$ cat src/pkg/ssp_pkg.sv
// Constants, commands and state types of the serial flash command interpreter
package ssp_pkg;
  // Command bytes
  localparam logic [7:0] SSP_CMD_PAGE_READ = 8'hFF;
  localparam logic [7:0] SSP_CMD_PAGE_PROG = 8'h41;
  localparam logic [7:0] SSP_CMD_BLK_ERASE = 8'h20;
  localparam logic [7:0] SSP_CMD_ERASE_ALL = 8'hA7;
  localparam logic [7:0] SSP_CMD_CONFIRM = 8'hD0;
  localparam logic [7:0] SSP_CMD_RD_STATUS = 8'h70;
  localparam logic [7:0] SSP_CMD_CLR_STATUS = 8'h50;
  localparam logic [7:0] SSP_CMD_ID_CHECK = 8'hF5;
  localparam logic [7:0] SSP_CMD_VERSION = 8'hFB;
  // Counts: last byte index of a page, of the version text, ID length
  localparam logic [7:0] SSP_PAGE_LAST = 8'hFF;
  localparam logic [7:0] SSP_VER_LAST = 8'h07;
  localparam logic [7:0] SSP_ID_LEN = 8'h07;
  localparam logic [2:0] SSP_BIT_LAST = 3'h7;
  localparam logic [1:0] SSP_STRAP_AT = 2'h2;
  // Address bytes before the payload (ID check carries a low byte too)
  localparam logic [7:0] SSP_ADDR_LAST_PAGE = 8'h01;
  localparam logic [7:0] SSP_ADDR_LAST_ID = 8'h02;
  // Primary status bit positions
  localparam int SSP_SR_READY = 7;
  localparam int SSP_SR_ERASE_ERR = 5;
  localparam int SSP_SR_PROG_ERR = 4;
  // Comm status bit position for a verified ID
  localparam int SSP_SR1_ID_OK = 2;
  // Version text, eight ASCII characters (value arbitrary)
  localparam logic [63:0] SSP_VERSION = 64'h5645_5258_3030_3031;
  // FIFO shape
  localparam int SSP_FIFO_W = 8;
  localparam int SSP_FIFO_D = 8;

  typedef enum logic [10:0] {
    SSP_ST_CMD = 11'h001,
    SSP_ST_ADDR = 11'h002,
    SSP_ST_FETCH = 11'h004,
    SSP_ST_DOUT = 11'h008,
    SSP_ST_DIN = 11'h010,
    SSP_ST_PWAIT = 11'h020,
    SSP_ST_OPWAIT = 11'h040,
    SSP_ST_CONFIRM = 11'h080,
    SSP_ST_IDSIZE = 11'h100,
    SSP_ST_IDDATA = 11'h200,
    SSP_ST_TXSEQ = 11'h400
  } ssp_state_t;

  typedef enum logic [2:0] {
    SSP_K_READ = 3'h0,
    SSP_K_PROG = 3'h1,
    SSP_K_ERASE = 3'h2,
    SSP_K_ERALL = 3'h3,
    SSP_K_ID = 3'h4,
    SSP_K_STAT = 3'h5,
    SSP_K_VER = 3'h6
  } ssp_kind_t;

  // One byte with its valid flag, carried into the FIFO
  typedef struct packed {
    logic valid;
    logic [7:0] data;
  } ssp_byte_t;

  typedef struct packed {
    ssp_state_t st;
    ssp_kind_t kind;
    logic [1:0] strap_cnt;
    logic mode1;
    logic clk_s1;
    logic clk_s2;
    logic clk_q;
    logic rx_s1;
    logic rx_s2;
    logic [2:0] bitcnt;
    logic inxfer;
    logic [7:0] rxsh;
    logic [7:0] txsh;
    logic tx;
    logic busy;
    logic [7:0] cnt;
    logic [15:0] addr;
    logic [7:0] idsize;
    logic idmatch;
    logic id_ok;
    logic prog_err;
    logic erase_err;
    logic rd_req;
    logic erase_blk;
    logic erase_all;
    logic prog_start;
    ssp_byte_t push;
  } ssp_regs_t;
endpackage
$ cat src/design/ssp_cmd_top.sv
// Serial flash programming command interpreter with its write-data FIFO
//
// Behaviour
// - Clock pin high at reset release selects clock-synchronous programming mode.
// - Receive bits are sampled on each rising edge of the transfer clock.
// - Transmit bits change on each falling edge of the transfer clock.
// - Each transfer is one byte, least significant bit first.
// - Busy is high while transferring, erasing or programming, low when ready.
// - Read command plus two address bytes returns the page, lowest address first.
// - Program command plus two address bytes takes 256 bytes, then programs.
// - During page program busy drops once ready for more bytes.
// - Status read returns primary status then comm status.
// - Clear status clears both error flags, then drops busy.
// - Without verified ID only status read, ID check and version are taken.
// - A blank flash takes every command without ID verification.
// - Block erase is command, two address bytes, confirm byte starting erase.
// - Full erase is command then confirm byte starting erase.
// - ID check is command, three address bytes, length, then ID bytes.
// - Version command returns eight ASCII characters from the second byte.
`timescale 1ns/1ps

////////////////////////////////////////////////////////////////////////////////
// Plain FIFO on flip-flops
module ssp_fifo #(
  parameter int W = 8,
  parameter int D = 8
) (
  input wire logic i_ref_clk,
  input wire logic i_reset,
  input wire logic i_valid,
  input wire logic [W-1:0] i_data,
  output logic o_ready,
  output logic o_valid,
  output logic [W-1:0] o_data,
  input wire logic i_ready
);
  localparam int AW = $clog2(D);
  logic [W-1:0] mem [D];
  logic [AW-1:0] wptr;
  logic [AW-1:0] rptr;
  logic [AW:0] count;
  logic do_wr;
  logic do_rd;

  // Full and empty both come from the word count
  assign o_ready = (count != (AW+1)'(D));
  assign o_valid = (count != '0);
  assign o_data = mem[rptr];
  assign do_wr = i_valid && o_ready;
  assign do_rd = o_valid && i_ready;

  // Pointers wrap since depth is a power of two
  always_ff @(posedge i_ref_clk) begin
    if (i_reset) begin
      wptr <= '0;
      rptr <= '0;
      count <= '0;
    end else begin
      if (do_wr) begin
        mem[wptr] <= i_data;
        wptr <= wptr + AW'(1);
      end
      if (do_rd) begin
        rptr <= rptr + AW'(1);
      end
      count <= count + (AW+1)'(do_wr) - (AW+1)'(do_rd);
    end
  end
endmodule

////////////////////////////////////////////////////////////////////////////////
// Command interpreter
module ssp_cmd_top
  import ssp_pkg::*;
(
  input wire logic i_ref_clk,
  input wire logic i_reset,
  input wire logic i_serial_transfer_clock_pin,
  input wire logic i_serial_receive_line,
  output logic o_serial_transmit_line,
  output logic o_busy_handshake_output,
  output logic o_mode1_active,
  input wire logic i_flash_blank,
  input wire logic [55:0] i_id_code,
  output logic o_mem_rd_req,
  output logic [23:0] o_mem_addr,
  input wire logic i_mem_rd_valid,
  input wire logic [7:0] i_mem_rd_data,
  output logic o_prog_valid,
  output logic [7:0] o_prog_data,
  input wire logic i_prog_ready,
  output logic o_prog_start,
  output logic o_erase_block,
  output logic o_erase_all,
  input wire logic i_op_done,
  input wire logic i_op_error
);
  ssp_regs_t s;
  ssp_regs_t n;
  logic fifo_in_ready;
  logic rise;
  logic fall;
  logic byte_done;
  logic [7:0] rxbyte;
  logic allowed;
  logic [7:0] primary_status_register;
  logic [7:0] comm_status_register;

  // Write data waits here so the flash side may stall without losing bytes
  ssp_fifo #(
    .W(SSP_FIFO_W),
    .D(SSP_FIFO_D)
  ) u_fifo (
    .i_ref_clk(i_ref_clk),
    .i_reset(i_reset),
    .i_valid(s.push.valid),
    .i_data(s.push.data),
    .o_ready(fifo_in_ready),
    .o_valid(o_prog_valid),
    .o_data(o_prog_data),
    .i_ready(i_prog_ready)
  );

  // Version character i, first character in the top byte; index wraps so
  // the look-ahead past the last character never reads outside the text
  function automatic logic [7:0] ver_char(input logic [7:0] i);
    ver_char = SSP_VERSION[8'(8'(63) - {i[2:0], 3'h0}) -: 8];
  endfunction

  // Edges seen only after the second synchroniser stage
  assign rise = s.clk_s2 && !s.clk_q;
  assign fall = !s.clk_s2 && s.clk_q;
  assign byte_done = s.mode1 && rise && (s.bitcnt == SSP_BIT_LAST);
  assign rxbyte = {s.rx_s2, s.rxsh[7:1]};
  assign allowed = s.id_ok || i_flash_blank;
  assign primary_status_register = 8'(!s.busy) << SSP_SR_READY | 8'(s.erase_err) << SSP_SR_ERASE_ERR
    | 8'(s.prog_err) << SSP_SR_PROG_ERR;
  assign comm_status_register = 8'(s.id_ok) << SSP_SR1_ID_OK;

  // Next-state logic for the whole block
  always_comb begin
    n = s;
    n.clk_s1 = i_serial_transfer_clock_pin;
    n.clk_s2 = s.clk_s1;
    n.clk_q = s.clk_s2;
    n.rx_s1 = i_serial_receive_line;
    n.rx_s2 = s.rx_s1;
    n.rd_req = s.rd_req && !i_mem_rd_valid;
    n.erase_blk = 1'b0;
    n.erase_all = 1'b0;
    n.prog_start = 1'b0;
    n.push = '0;
    // strap caught once the synchroniser has settled
    if (s.strap_cnt != 2'h3) begin
      n.strap_cnt = s.strap_cnt + 2'h1;
      if (s.strap_cnt == SSP_STRAP_AT) begin
        n.mode1 = s.clk_s2;
      end
    end
    // sample on rise; LSB arrives first
    if (s.mode1 && rise) begin
      n.rxsh = rxbyte;
      n.bitcnt = s.bitcnt + 3'h1;
    end
    // shift out on fall, LSB first
    if (s.mode1 && fall) begin
      n.tx = s.txsh[0];
      n.txsh = {1'b1, s.txsh[7:1]};
      n.inxfer = 1'b1;
    end
    if (byte_done) begin
      n.inxfer = 1'b0;
    end
    case (s.st)
      SSP_ST_CMD: begin
        if (byte_done) begin
          n.cnt = '0;
          case (rxbyte)
            SSP_CMD_PAGE_READ: if (allowed) begin
              n.st = SSP_ST_ADDR;
              n.kind = SSP_K_READ;
            end
            SSP_CMD_PAGE_PROG: if (allowed) begin
              n.st = SSP_ST_ADDR;
              n.kind = SSP_K_PROG;
            end
            SSP_CMD_BLK_ERASE: if (allowed) begin
              n.st = SSP_ST_ADDR;
              n.kind = SSP_K_ERASE;
            end
            SSP_CMD_ERASE_ALL: if (allowed) begin
              n.st = SSP_ST_CONFIRM;
              n.kind = SSP_K_ERALL;
            end
            SSP_CMD_CLR_STATUS: if (allowed) begin
              n.prog_err = 1'b0;
              n.erase_err = 1'b0;
            end
            SSP_CMD_RD_STATUS: begin
              n.st = SSP_ST_TXSEQ;
              n.kind = SSP_K_STAT;
              n.txsh = primary_status_register;
            end
            SSP_CMD_ID_CHECK: begin
              n.st = SSP_ST_ADDR;
              n.kind = SSP_K_ID;
            end
            SSP_CMD_VERSION: begin
              n.st = SSP_ST_TXSEQ;
              n.kind = SSP_K_VER;
              n.txsh = ver_char(8'h00);
            end
            default: n.st = SSP_ST_CMD;
          endcase
        end
      end
      SSP_ST_ADDR: begin
        if (byte_done) begin
          n.addr = {rxbyte, s.addr[15:8]};
          n.cnt = s.cnt + 8'h01;
          if (s.kind == SSP_K_ID ? s.cnt == SSP_ADDR_LAST_ID
              : s.cnt == SSP_ADDR_LAST_PAGE) begin
            n.cnt = '0;
            case (s.kind)
              SSP_K_READ: begin
                n.st = SSP_ST_FETCH;
                n.rd_req = 1'b1;
              end
              SSP_K_PROG: n.st = SSP_ST_DIN;
              SSP_K_ERASE: n.st = SSP_ST_CONFIRM;
              default: n.st = SSP_ST_IDSIZE;
            endcase
          end
        end
      end
      // fetch each byte before its transfer starts
      SSP_ST_FETCH: begin
        if (i_mem_rd_valid) begin
          n.txsh = i_mem_rd_data;
          n.st = SSP_ST_DOUT;
        end
      end
      SSP_ST_DOUT: begin
        if (byte_done) begin
          n.cnt = s.cnt + 8'h01;
          n.st = (s.cnt == SSP_PAGE_LAST) ? SSP_ST_CMD : SSP_ST_FETCH;
          n.rd_req = (s.cnt != SSP_PAGE_LAST);
        end
      end
      // ascending write data into the FIFO
      SSP_ST_DIN: begin
        if (byte_done) begin
          n.push = '{valid: 1'b1, data: rxbyte};
          n.cnt = s.cnt + 8'h01;
          if (s.cnt == SSP_PAGE_LAST) begin
            n.st = SSP_ST_PWAIT;
          end
        end
      end
      // program starts once all page data has left the FIFO
      SSP_ST_PWAIT: begin
        if (!o_prog_valid && !s.push.valid) begin
          n.prog_start = 1'b1;
          n.st = SSP_ST_OPWAIT;
        end
      end
      SSP_ST_OPWAIT: begin
        if (i_op_done) begin
          n.st = SSP_ST_CMD;
          n.prog_err = s.prog_err || (i_op_error && s.kind == SSP_K_PROG);
          n.erase_err = s.erase_err || (i_op_error && s.kind != SSP_K_PROG);
        end
      end
      // erase only on the confirm byte
      SSP_ST_CONFIRM: begin
        if (byte_done) begin
          n.st = (rxbyte == SSP_CMD_CONFIRM) ? SSP_ST_OPWAIT : SSP_ST_CMD;
          n.erase_blk = (rxbyte == SSP_CMD_CONFIRM) && (s.kind == SSP_K_ERASE);
          n.erase_all = (rxbyte == SSP_CMD_CONFIRM) && (s.kind == SSP_K_ERALL);
        end
      end
      SSP_ST_IDSIZE: begin
        if (byte_done) begin
          n.idsize = rxbyte;
          n.idmatch = (rxbyte == SSP_ID_LEN);
          n.id_ok = 1'b0;
          n.st = (rxbyte == 8'h00) ? SSP_ST_CMD : SSP_ST_IDDATA;
        end
      end
      // compare ID bytes first byte first
      SSP_ST_IDDATA: begin
        if (byte_done) begin
          n.cnt = s.cnt + 8'h01;
          if (s.cnt >= SSP_ID_LEN || rxbyte != i_id_code[{s.cnt[2:0], 3'h0} +: 8]) begin
            n.idmatch = 1'b0;
          end
          if (n.cnt == s.idsize) begin
            n.id_ok = n.idmatch;
            n.st = SSP_ST_CMD;
          end
        end
      end
      SSP_ST_TXSEQ: begin
        if (byte_done) begin
          n.cnt = s.cnt + 8'h01;
          if (s.kind == SSP_K_STAT) begin
            n.txsh = comm_status_register;
            n.st = (s.cnt == 8'h00) ? SSP_ST_TXSEQ : SSP_ST_CMD;
          end else begin
            n.txsh = ver_char(n.cnt);
            n.st = (s.cnt == SSP_VER_LAST) ? SSP_ST_CMD : SSP_ST_TXSEQ;
          end
        end
      end
      default: n.st = SSP_ST_CMD;
    endcase
    // busy through transfers and long operations; low when FIFO has room
    n.busy = !s.mode1 || n.inxfer || byte_done
      || n.st == SSP_ST_FETCH || n.st == SSP_ST_PWAIT || n.st == SSP_ST_OPWAIT
      || (n.st == SSP_ST_DIN && !fifo_in_ready) || s.push.valid;
  end

  // Single state register; control state cleared by reset
  always_ff @(posedge i_ref_clk) begin
    if (i_reset) begin
      s <= '0;
      s.st <= SSP_ST_CMD;
      s.kind <= SSP_K_READ;
      s.tx <= 1'b1;
      s.txsh <= 8'hFF;
      s.busy <= 1'b1;
    end else begin
      s <= n;
    end
  end

  // Outputs straight from the state register
  assign o_serial_transmit_line = s.tx;
  assign o_busy_handshake_output = s.busy;
  assign o_mode1_active = s.mode1;
  assign o_mem_rd_req = s.rd_req;
  assign o_mem_addr = {s.addr, s.cnt};
  assign o_prog_start = s.prog_start;
  assign o_erase_block = s.erase_blk;
  assign o_erase_all = s.erase_all;
endmodule

$ cat config.mk
export PLATFORM = sky130hd
export DESIGN_NAME = ssp_cmd_top
export DESIGN_NICKNAME = d
export VERILOG_FILES = /design/src/pkg/ssp_pkg.sv /design/src/design/ssp_cmd_top.sv
export SDC_FILE = /design/constraint.sdc
export NUM_CORES = 1
export LEC_CHECK = 0
export BUFFER_PORTS_ARGS = -buffer_cell sky130_fd_sc_hd__buf_2
export CAP_MARGIN = 10
export CORE_ASPECT_RATIO = 1.2
export CORE_MARGIN = 3
export CORE_UTILIZATION = 47
export CTS_BUF_LIST = sky130_fd_sc_hd__clkbuf_4
export CTS_CLUSTER_DIAMETER = 30
export DETAILED_ROUTE_END_ITERATION = 16
export PLACE_DENSITY_LB_ADDON = 0.08
export SLEW_MARGIN = 20
export SYNTH_ARGS = -nofsm -noshare
export SYNTH_HDL_FRONTEND = slang
export SYNTH_SLANG_ARGS = --single-unit
$ cat constraint.sdc
create_clock -name i_ref_clk -period 3.05 [get_ports i_ref_clk]
set_input_delay 0 -clock i_ref_clk [delete_from_list [all_inputs] [get_ports i_ref_clk]]
set_output_delay 0 -clock i_ref_clk [all_outputs]
set_load 0.02 [all_outputs]
==> results_dict.tcl, run 1 <==
set metrics [dict create \
    hold_violations 0 \
    io_buffers 112 \
    antenna_found_initial 1 \
    setup_tns_ns 0 \
    period_share_pct 93.00 \
    p_int_uw 3266 \
    synth_cell_type_count 80 \
    finalNetCount 1072 \
    die_area_um2 20360 \
    ys_warn_count 0 \
    insertion_delay_ns 0.58 \
    whs_ns 0.04640 \
    antenna_left 0 \
    drt-initial-drc-count 494 \
    drc 0 \
    outcome "finished clean" \
    cp.arrival_ns 3.30 \
    cts_sinks 169 \
    tritoncts "built" \
    dp_hpwl_um 16650 \
    finalWirelength_um 22290 \
    whs_path_depth 2 \
    yosys-top-cells-count "105 x dfxtp_1, 89 x nor2_1, 78 x nand2_1, 64 x edfxtp_1, 58 x a21oi_1" \
    postCtsSetupBuffers 0 \
    cts_root_buffer "clkbuf_4" \
    syn_to_final_growth_pct 14.17 \
    seqPwrFrac_pct 53.4 \
    via_per_inst 5.799 \
    grt_max_degree 48 \
    clock.fmax_ghz 0.3526 \
    pin_count 113 \
    max_cap_viol_count 0 \
    hold_class "input port to flop" \
    fin_util_pct 54.95 \
    initial_core_util_pct 48.13 \
    yosysMostFrequentCell "dfxtp_1" \
    synth_seq_cells 169 \
    clk_pin_slew_ns 0.18 \
    cellPowerDensity_nw_per_um2 454.3 \
    slew_violations 0 \
    first_pass_iters 7 \
    gr-usage-all-layers_pct 22.75 \
    cts_buffer_depth 2 \
    cp.required_ns 3.52 \
    synthTopCellsByArea "dfxtp_1 24%, edfxtp_1 22%, mux4_2 6.2%, mux2i_1 5.1%, nor2_1 3.8%" \
    vdd_ir_drop_max_mv 0.2134 \
    syn_area_per_cell_um2 10.08 \
    p_clk_share_pct 30.5 \
    post_drt_wl_per_cell_um 18.25 \
    critical_path.max_fanout 10 \
    fin_skew_ns 0.03833 \
    rsz0062_at_grt "no" \
    grt_pass1_vias 7263 \
    r2r_cells 9 \
    leakagePower_uw 0.003807 \
    worst_slew_pin_slew_ns 0.9471 \
    worst_setup_path_start_kind "flop" \
    pwr-share-comb_pct 16.1 \
    cts_buffers 17 \
    syn_area_um2 8780 \
    syn-num-nets 960 \
    core_um2 18240 \
    fillCellCount 1705 \
    die-height_um 155.7 \
    synth-async-reset-ratio_pct 0 \
    dr_total_vias 7080 \
    path_class "flop to flop" \
    seq_area_frac_synth_pct 45.83 \
    slew_headroom_pct 36.86 \
    swShare_pct 28.27 \
    min_period_ns 2.836 \
    syn_inst 871 \
    dp_slack_ns 0.4678 \
    drive_above_1_share_pct 24.10 \
    total_power_uw 4554 \
    fp-row-count 54 \
    routabilityCongestion 0.9377 \
    finalSetupViolations 0 \
    synth_flop_cell "dfxtp_1" \
    synth_top_area_share_pct 23.94 \
    fin_ws_ns 0.2136 \
    grt_pass1_wl_um 36760 \
    synth_edf_count 64 \
    yosysTopAreaCell "dfxtp_1" \
    grt-ovfl-total 0 \
    critical_path.endpoint_type "flop" \
    switchingPower_uw 1288 \
    die_w_um 130.8 \
    htreeDepth 4 \
]
-- cell usage in the layout (no fill, tap or decap), drive strengths merged, types with 17 or more instances in the layout --
cell and n:
nor4 19, clkbuf 17, nor2 91, mux2i 45, a21oi 58, dfxtp 105
o21ai 18, dlygate4sd3 19, mux4 24, nand2 78, inv 23, edfxtp 64
buf 157, nand3 19, nor3 22
-- cell families after synthesis --
family                     after synthesis  synth area share [%]
AOI/OAI and AO/OA                      152                 11.56
xor gates and xnor gates                27                 2.693
adders and majority gates               16                 2.366
buffers and inverters                  102                 5.871
DFF                                    169                 45.83
muxes                                   78                 12.44
and+or+nand+nor                        327                 19.24
-- registers in the layout (all words and copies together) (netlist names), named ones only --
| signal | flops |
|---|---|
| o_mem_rd_req | 1 |
| u_fifo.wptr | 3 |
| n | 3 |
| o_erase_block | 1 |
| o_prog_start | 1 |
| comm_status_register | 1 |
| u_fifo.rptr | 3 |
| o_serial_transmit_line | 1 |
| o_busy_handshake_output | 1 |
| o_mem_addr | 24 |
| s | 49 |
| o_erase_all | 1 |
| rxbyte | 8 |
| u_fifo.count | 4 |
| u_fifo.mem | 64 |
| o_mode1_active | 1 |
-- power by group through the flow --
| stage | logic (uW) | clock network, uW | registers [uW] |
|---|---|---|---|
| floorplan | 561 | 0 | 2450 |
| global placement | 710 | 0 | 2480 |
| detailed placement | 731 | 0 | 2490 |
| CTS | 749 | 1430 | 2440 |
| global route | 835 | 1530 | 2440 |
| finish | 731 | 1390 | 2430 |
-- path summary, 6_finish.rpt --
kind	start	to	slack (ns)
worst max-delay path	s[88]$_SDFF_PP0_	s[13]$_SDFFE_PP0P_	0.21
worst min-delay path	i_reset	o_mem_addr[1]$_SDFFE_PP0P_	0.05
worst max register to register	s[88]$_SDFF_PP0_	s[13]$_SDFFE_PP0P_	0.21
worst min register to register	n[74]$_SDFF_PP0_	n[73]$_SDFF_PP0_	0.46
-- area by class of cell --
class                           count  area (um2)  share of cell area (%)
Timing Repair Buffer              176        1089                   10.86
Clock buffer                       17       127.6                   1.273
Inverter                           19       72.57                  0.7240
Antenna cell                        1       2.502                 0.02497
Multi-Input combinational cell    600        4244                   42.34
Clock inverter                     15       183.9                   1.835
Tap cell                          224       280.3                   2.796
Sequential cell                   169        4024                   40.14
-- critical path: stages, from the launching register on --
cell	delay, ns
dfxtp_1	0.35
or4_1	0.69
nor2_2	0.24
nand4b_2	0.12
buf_4	0.20
nor2_4	0.20
nand3_1	0.11
nand2_1	0.17
nor2_1	0.07
dlygate4sd3_1	0.56
-- metrics by stage --
stage | cells | cell area (um2)
floorplan | 871 | 8780
finish | 1221 | 10020
detailed placement | 1169 | 9515
global route | 1221 | 10020
global placement | 1169 | 9515
CTS | 1220 | 10020
-- what timing repair did --
action,CTS,global route
hold buffers,19,0
endpoints found under the setup margin,0,1
endpoints found under the hold margin,22,0
resized for setup,0,1
-- routing by layer --
| layer | up-vias | global-route usage, % | wire length [um] |
|---|---|---|---|
| li1 | 3389 | - | - |
| met1 | 3413 | 27.60 | 9143 |
| met2 | 233 | 40.38 | 11590 |
| met3 | 45 | 3.904 | 933 |
| met4 | 0 | 7.888 | 623 |
| met5 | - | 0 | 0 |
Note: power is estimated with default switching activity, not from simulation.
==> run 2: changes to the inputs <==
--- a/config.mk
+++ b/config.mk
@@ -13,6 +13,7 @@
 export CTS_BUF_LIST = sky130_fd_sc_hd__clkbuf_4
 export CTS_CLUSTER_DIAMETER = 30
 export DETAILED_ROUTE_END_ITERATION = 16
+export HOLD_SLACK_MARGIN = 0.12
 export PLACE_DENSITY_LB_ADDON = 0.08
 export SLEW_MARGIN = 20
 export SYNTH_ARGS = -nofsm -noshare
==> results_dict.tcl, run 2 (synthesis results as in run 1) <==
set metrics [dict create \
    outcome "finished clean" \
    finalSetupViolations 0 \
    cts_buffers 17 \
    pin_count 113 \
    top_register "u_fifo.mem" \
    io_buffers 112 \
    drc 0 \
    critical_path.endpoint_type "flop" \
    placed_area_um2 9515 \
    whs_path_depth 7 \
    die_area_um2 20360 \
    r2r_setup_slack_ns 0.21 \
    hold_violations 0 \
    grt_pass1_wl_um 36880 \
    r2r_start "o_mem_addr[0]$_SDFFE_PP0P_" \
    slew_violations 0 \
    setup_tns_ns 0 \
    drive_above_1_share_pct 23.81 \
    p_int_uw 3275 \
    slew_headroom_pct 38.54 \
    clk_pin_slew_ns 0.15 \
    clock.fmax_ghz 0.3515 \
    finalWirelength_um 22410 \
    cts_root_buffer "clkbuf_4" \
    fp-row-count 54 \
    hold_class "input port to flop" \
    insertion_delay_ns 0.57 \
    switchingPower_uw 1290 \
    grt-ovfl-total 0 \
    first_pass_iters 5 \
    cp.arrival_ns 3.34 \
    worst_setup_path_start_kind "flop" \
    antenna_left 0 \
    path_class "flop to flop" \
    crit_end "s[16]$_SDFFE_PP0P_" \
    grt_pass1_vias 7316 \
    finalNetCount 1084 \
    gr-usage-all-layers_pct 22.83 \
    r2r_cells 8 \
    r2r-end "s[16]$_SDFFE_PP0P_" \
    seqPwrFrac_pct 53.3 \
    pwr-share-comb_pct 16.3 \
    p_clk_share_pct 30.4 \
    final_cell_mix "112 x buf_2, 104 x dfxtp_1, 89 x nor2_1" \
    routabilityCongestion 0.9377 \
    leakagePower_uw 0.003862 \
    crit_path_start "o_mem_addr[0]$_SDFFE_PP0P_" \
    total_power_uw 4565 \
    largest_register_ff_count 64 \
    hold_start "i_id_code[44]" \
    cts_buffer_depth 2 \
    die-height_um 155.7 \
    fin_skew_ns 0.03303 \
    core_um2 18240 \
    max_cap_viol_count 0 \
    via_per_inst 5.757 \
    fillCellCount 1693 \
    syn_to_final_growth_pct 15.63 \
    period_share_pct 93.27 \
    antenna_found_initial 1 \
    fin_util_pct 55.65 \
    dr_total_vias 7098 \
    swShare_pct 28.26 \
    final_cell_area_um2 10150 \
    tritoncts "built" \
    cellPowerDensity_nw_per_um2 449.7 \
    rsz0062_at_grt "no" \
    vdd_ir_drop_max_mv 0.2140 \
    final_common_cell "buf_2" \
    drt-initial-drc-count 443 \
    dp_hpwl_um 16650 \
    instances_no_fill 1233 \
    place_inst 1169 \
    post_drt_wl_per_cell_um 18.18 \
    min_period_ns 2.845 \
    cts_sinks 169 \
    critical_path.max_fanout 23 \
    htreeDepth 4 \
    die_w_um 130.8 \
    worst_slew_pin_slew_ns 0.9219 \
    grt_max_degree 48 \
    cp.required_ns 3.54 \
    initial_core_util_pct 48.13 \
]
==> run 2: timing repair <==
action / 4_1_cts / 5_1_grt
buffers inserted: 0 / 0
endpoints found under the setup margin: 0 / 2
hold buffers: 31 / 0
endpoints found under the hold margin: 51 / 0
gates resized for setup: 0 / 4
==> run 2: stage by stage <==
| step | setup WS [ns] | hold WS, ns |
|---|---|---|
| final | 0.2052 | 0.1890 |
| after global routing | 0.02660 | 0.1531 |
| after floorplan | 0.1386 | 0.1273 |
| after global placement | 0.5567 | 0.2115 |
| after CTS | 0.01023 | 0.1451 |
| after detailed placement | 0.4678 | 0.2220 |
==> run 2: final cells by class <==
cell class | count | area [um2] | share of cell area (%)
antenna | 1 | 2.502 | 0.02465
inverter | 19 | 72.57 | 0.7148
sequential | 169 | 4025 | 39.65
clock inverter | 15 | 183.9 | 1.812
clock buffer | 17 | 127.6 | 1.257
multi-input combinational | 600 | 4240 | 41.77
tap | 224 | 280.3 | 2.761
timing repair buffer | 188 | 1220 | 12.02
==> run 2: worst min-delay path by stage <==
stage / to / slack (ns)
finish: s[16]$_SDFFE_PP0P_ / 0.19
global route: n[71]$_SDFF_PP0_ / 0.15
CTS: s[16]$_SDFFE_PP0P_ / 0.15
detailed placement: n[74]$_SDFF_PP0_ / 0.22
global placement: n[74]$_SDFF_PP0_ / 0.21
floorplan: s[51]$_SDFF_PP1_ / 0.13
==> run 2: power groups by stage <==
stage               clock network (uW)  registers [uW]  logic, uW
floorplan                            0            2450        561
global placement                     0            2480        710
detailed placement                   0            2490        731
CTS                               1430            2440        759
global route                      1530            2440        846
finish                            1390            2430        742
==> run 2: critical path, stage by stage (launching register included) <==
cell and delay (ns):
dfxtp_2 0.42, buf_8 0.22, mux4_2 0.51, mux2i_1 0.18, xor2_1 0.19, nand2_1 0.07
dlygate4sd3_1 0.57, or3_1 0.37, a211oi_1 0.22
==> run 2: routing by layer <==
metal,up-vias,wire length [um],part of all wire (%),global-route usage (%)
met3,49,928,4.1,3.904
met2,219,11590,52,40.55
met4,0,666,3.0,8.182
met5,-,0,0,0
li1,3418,-,-,-
met1,3412,9229,41,27.55
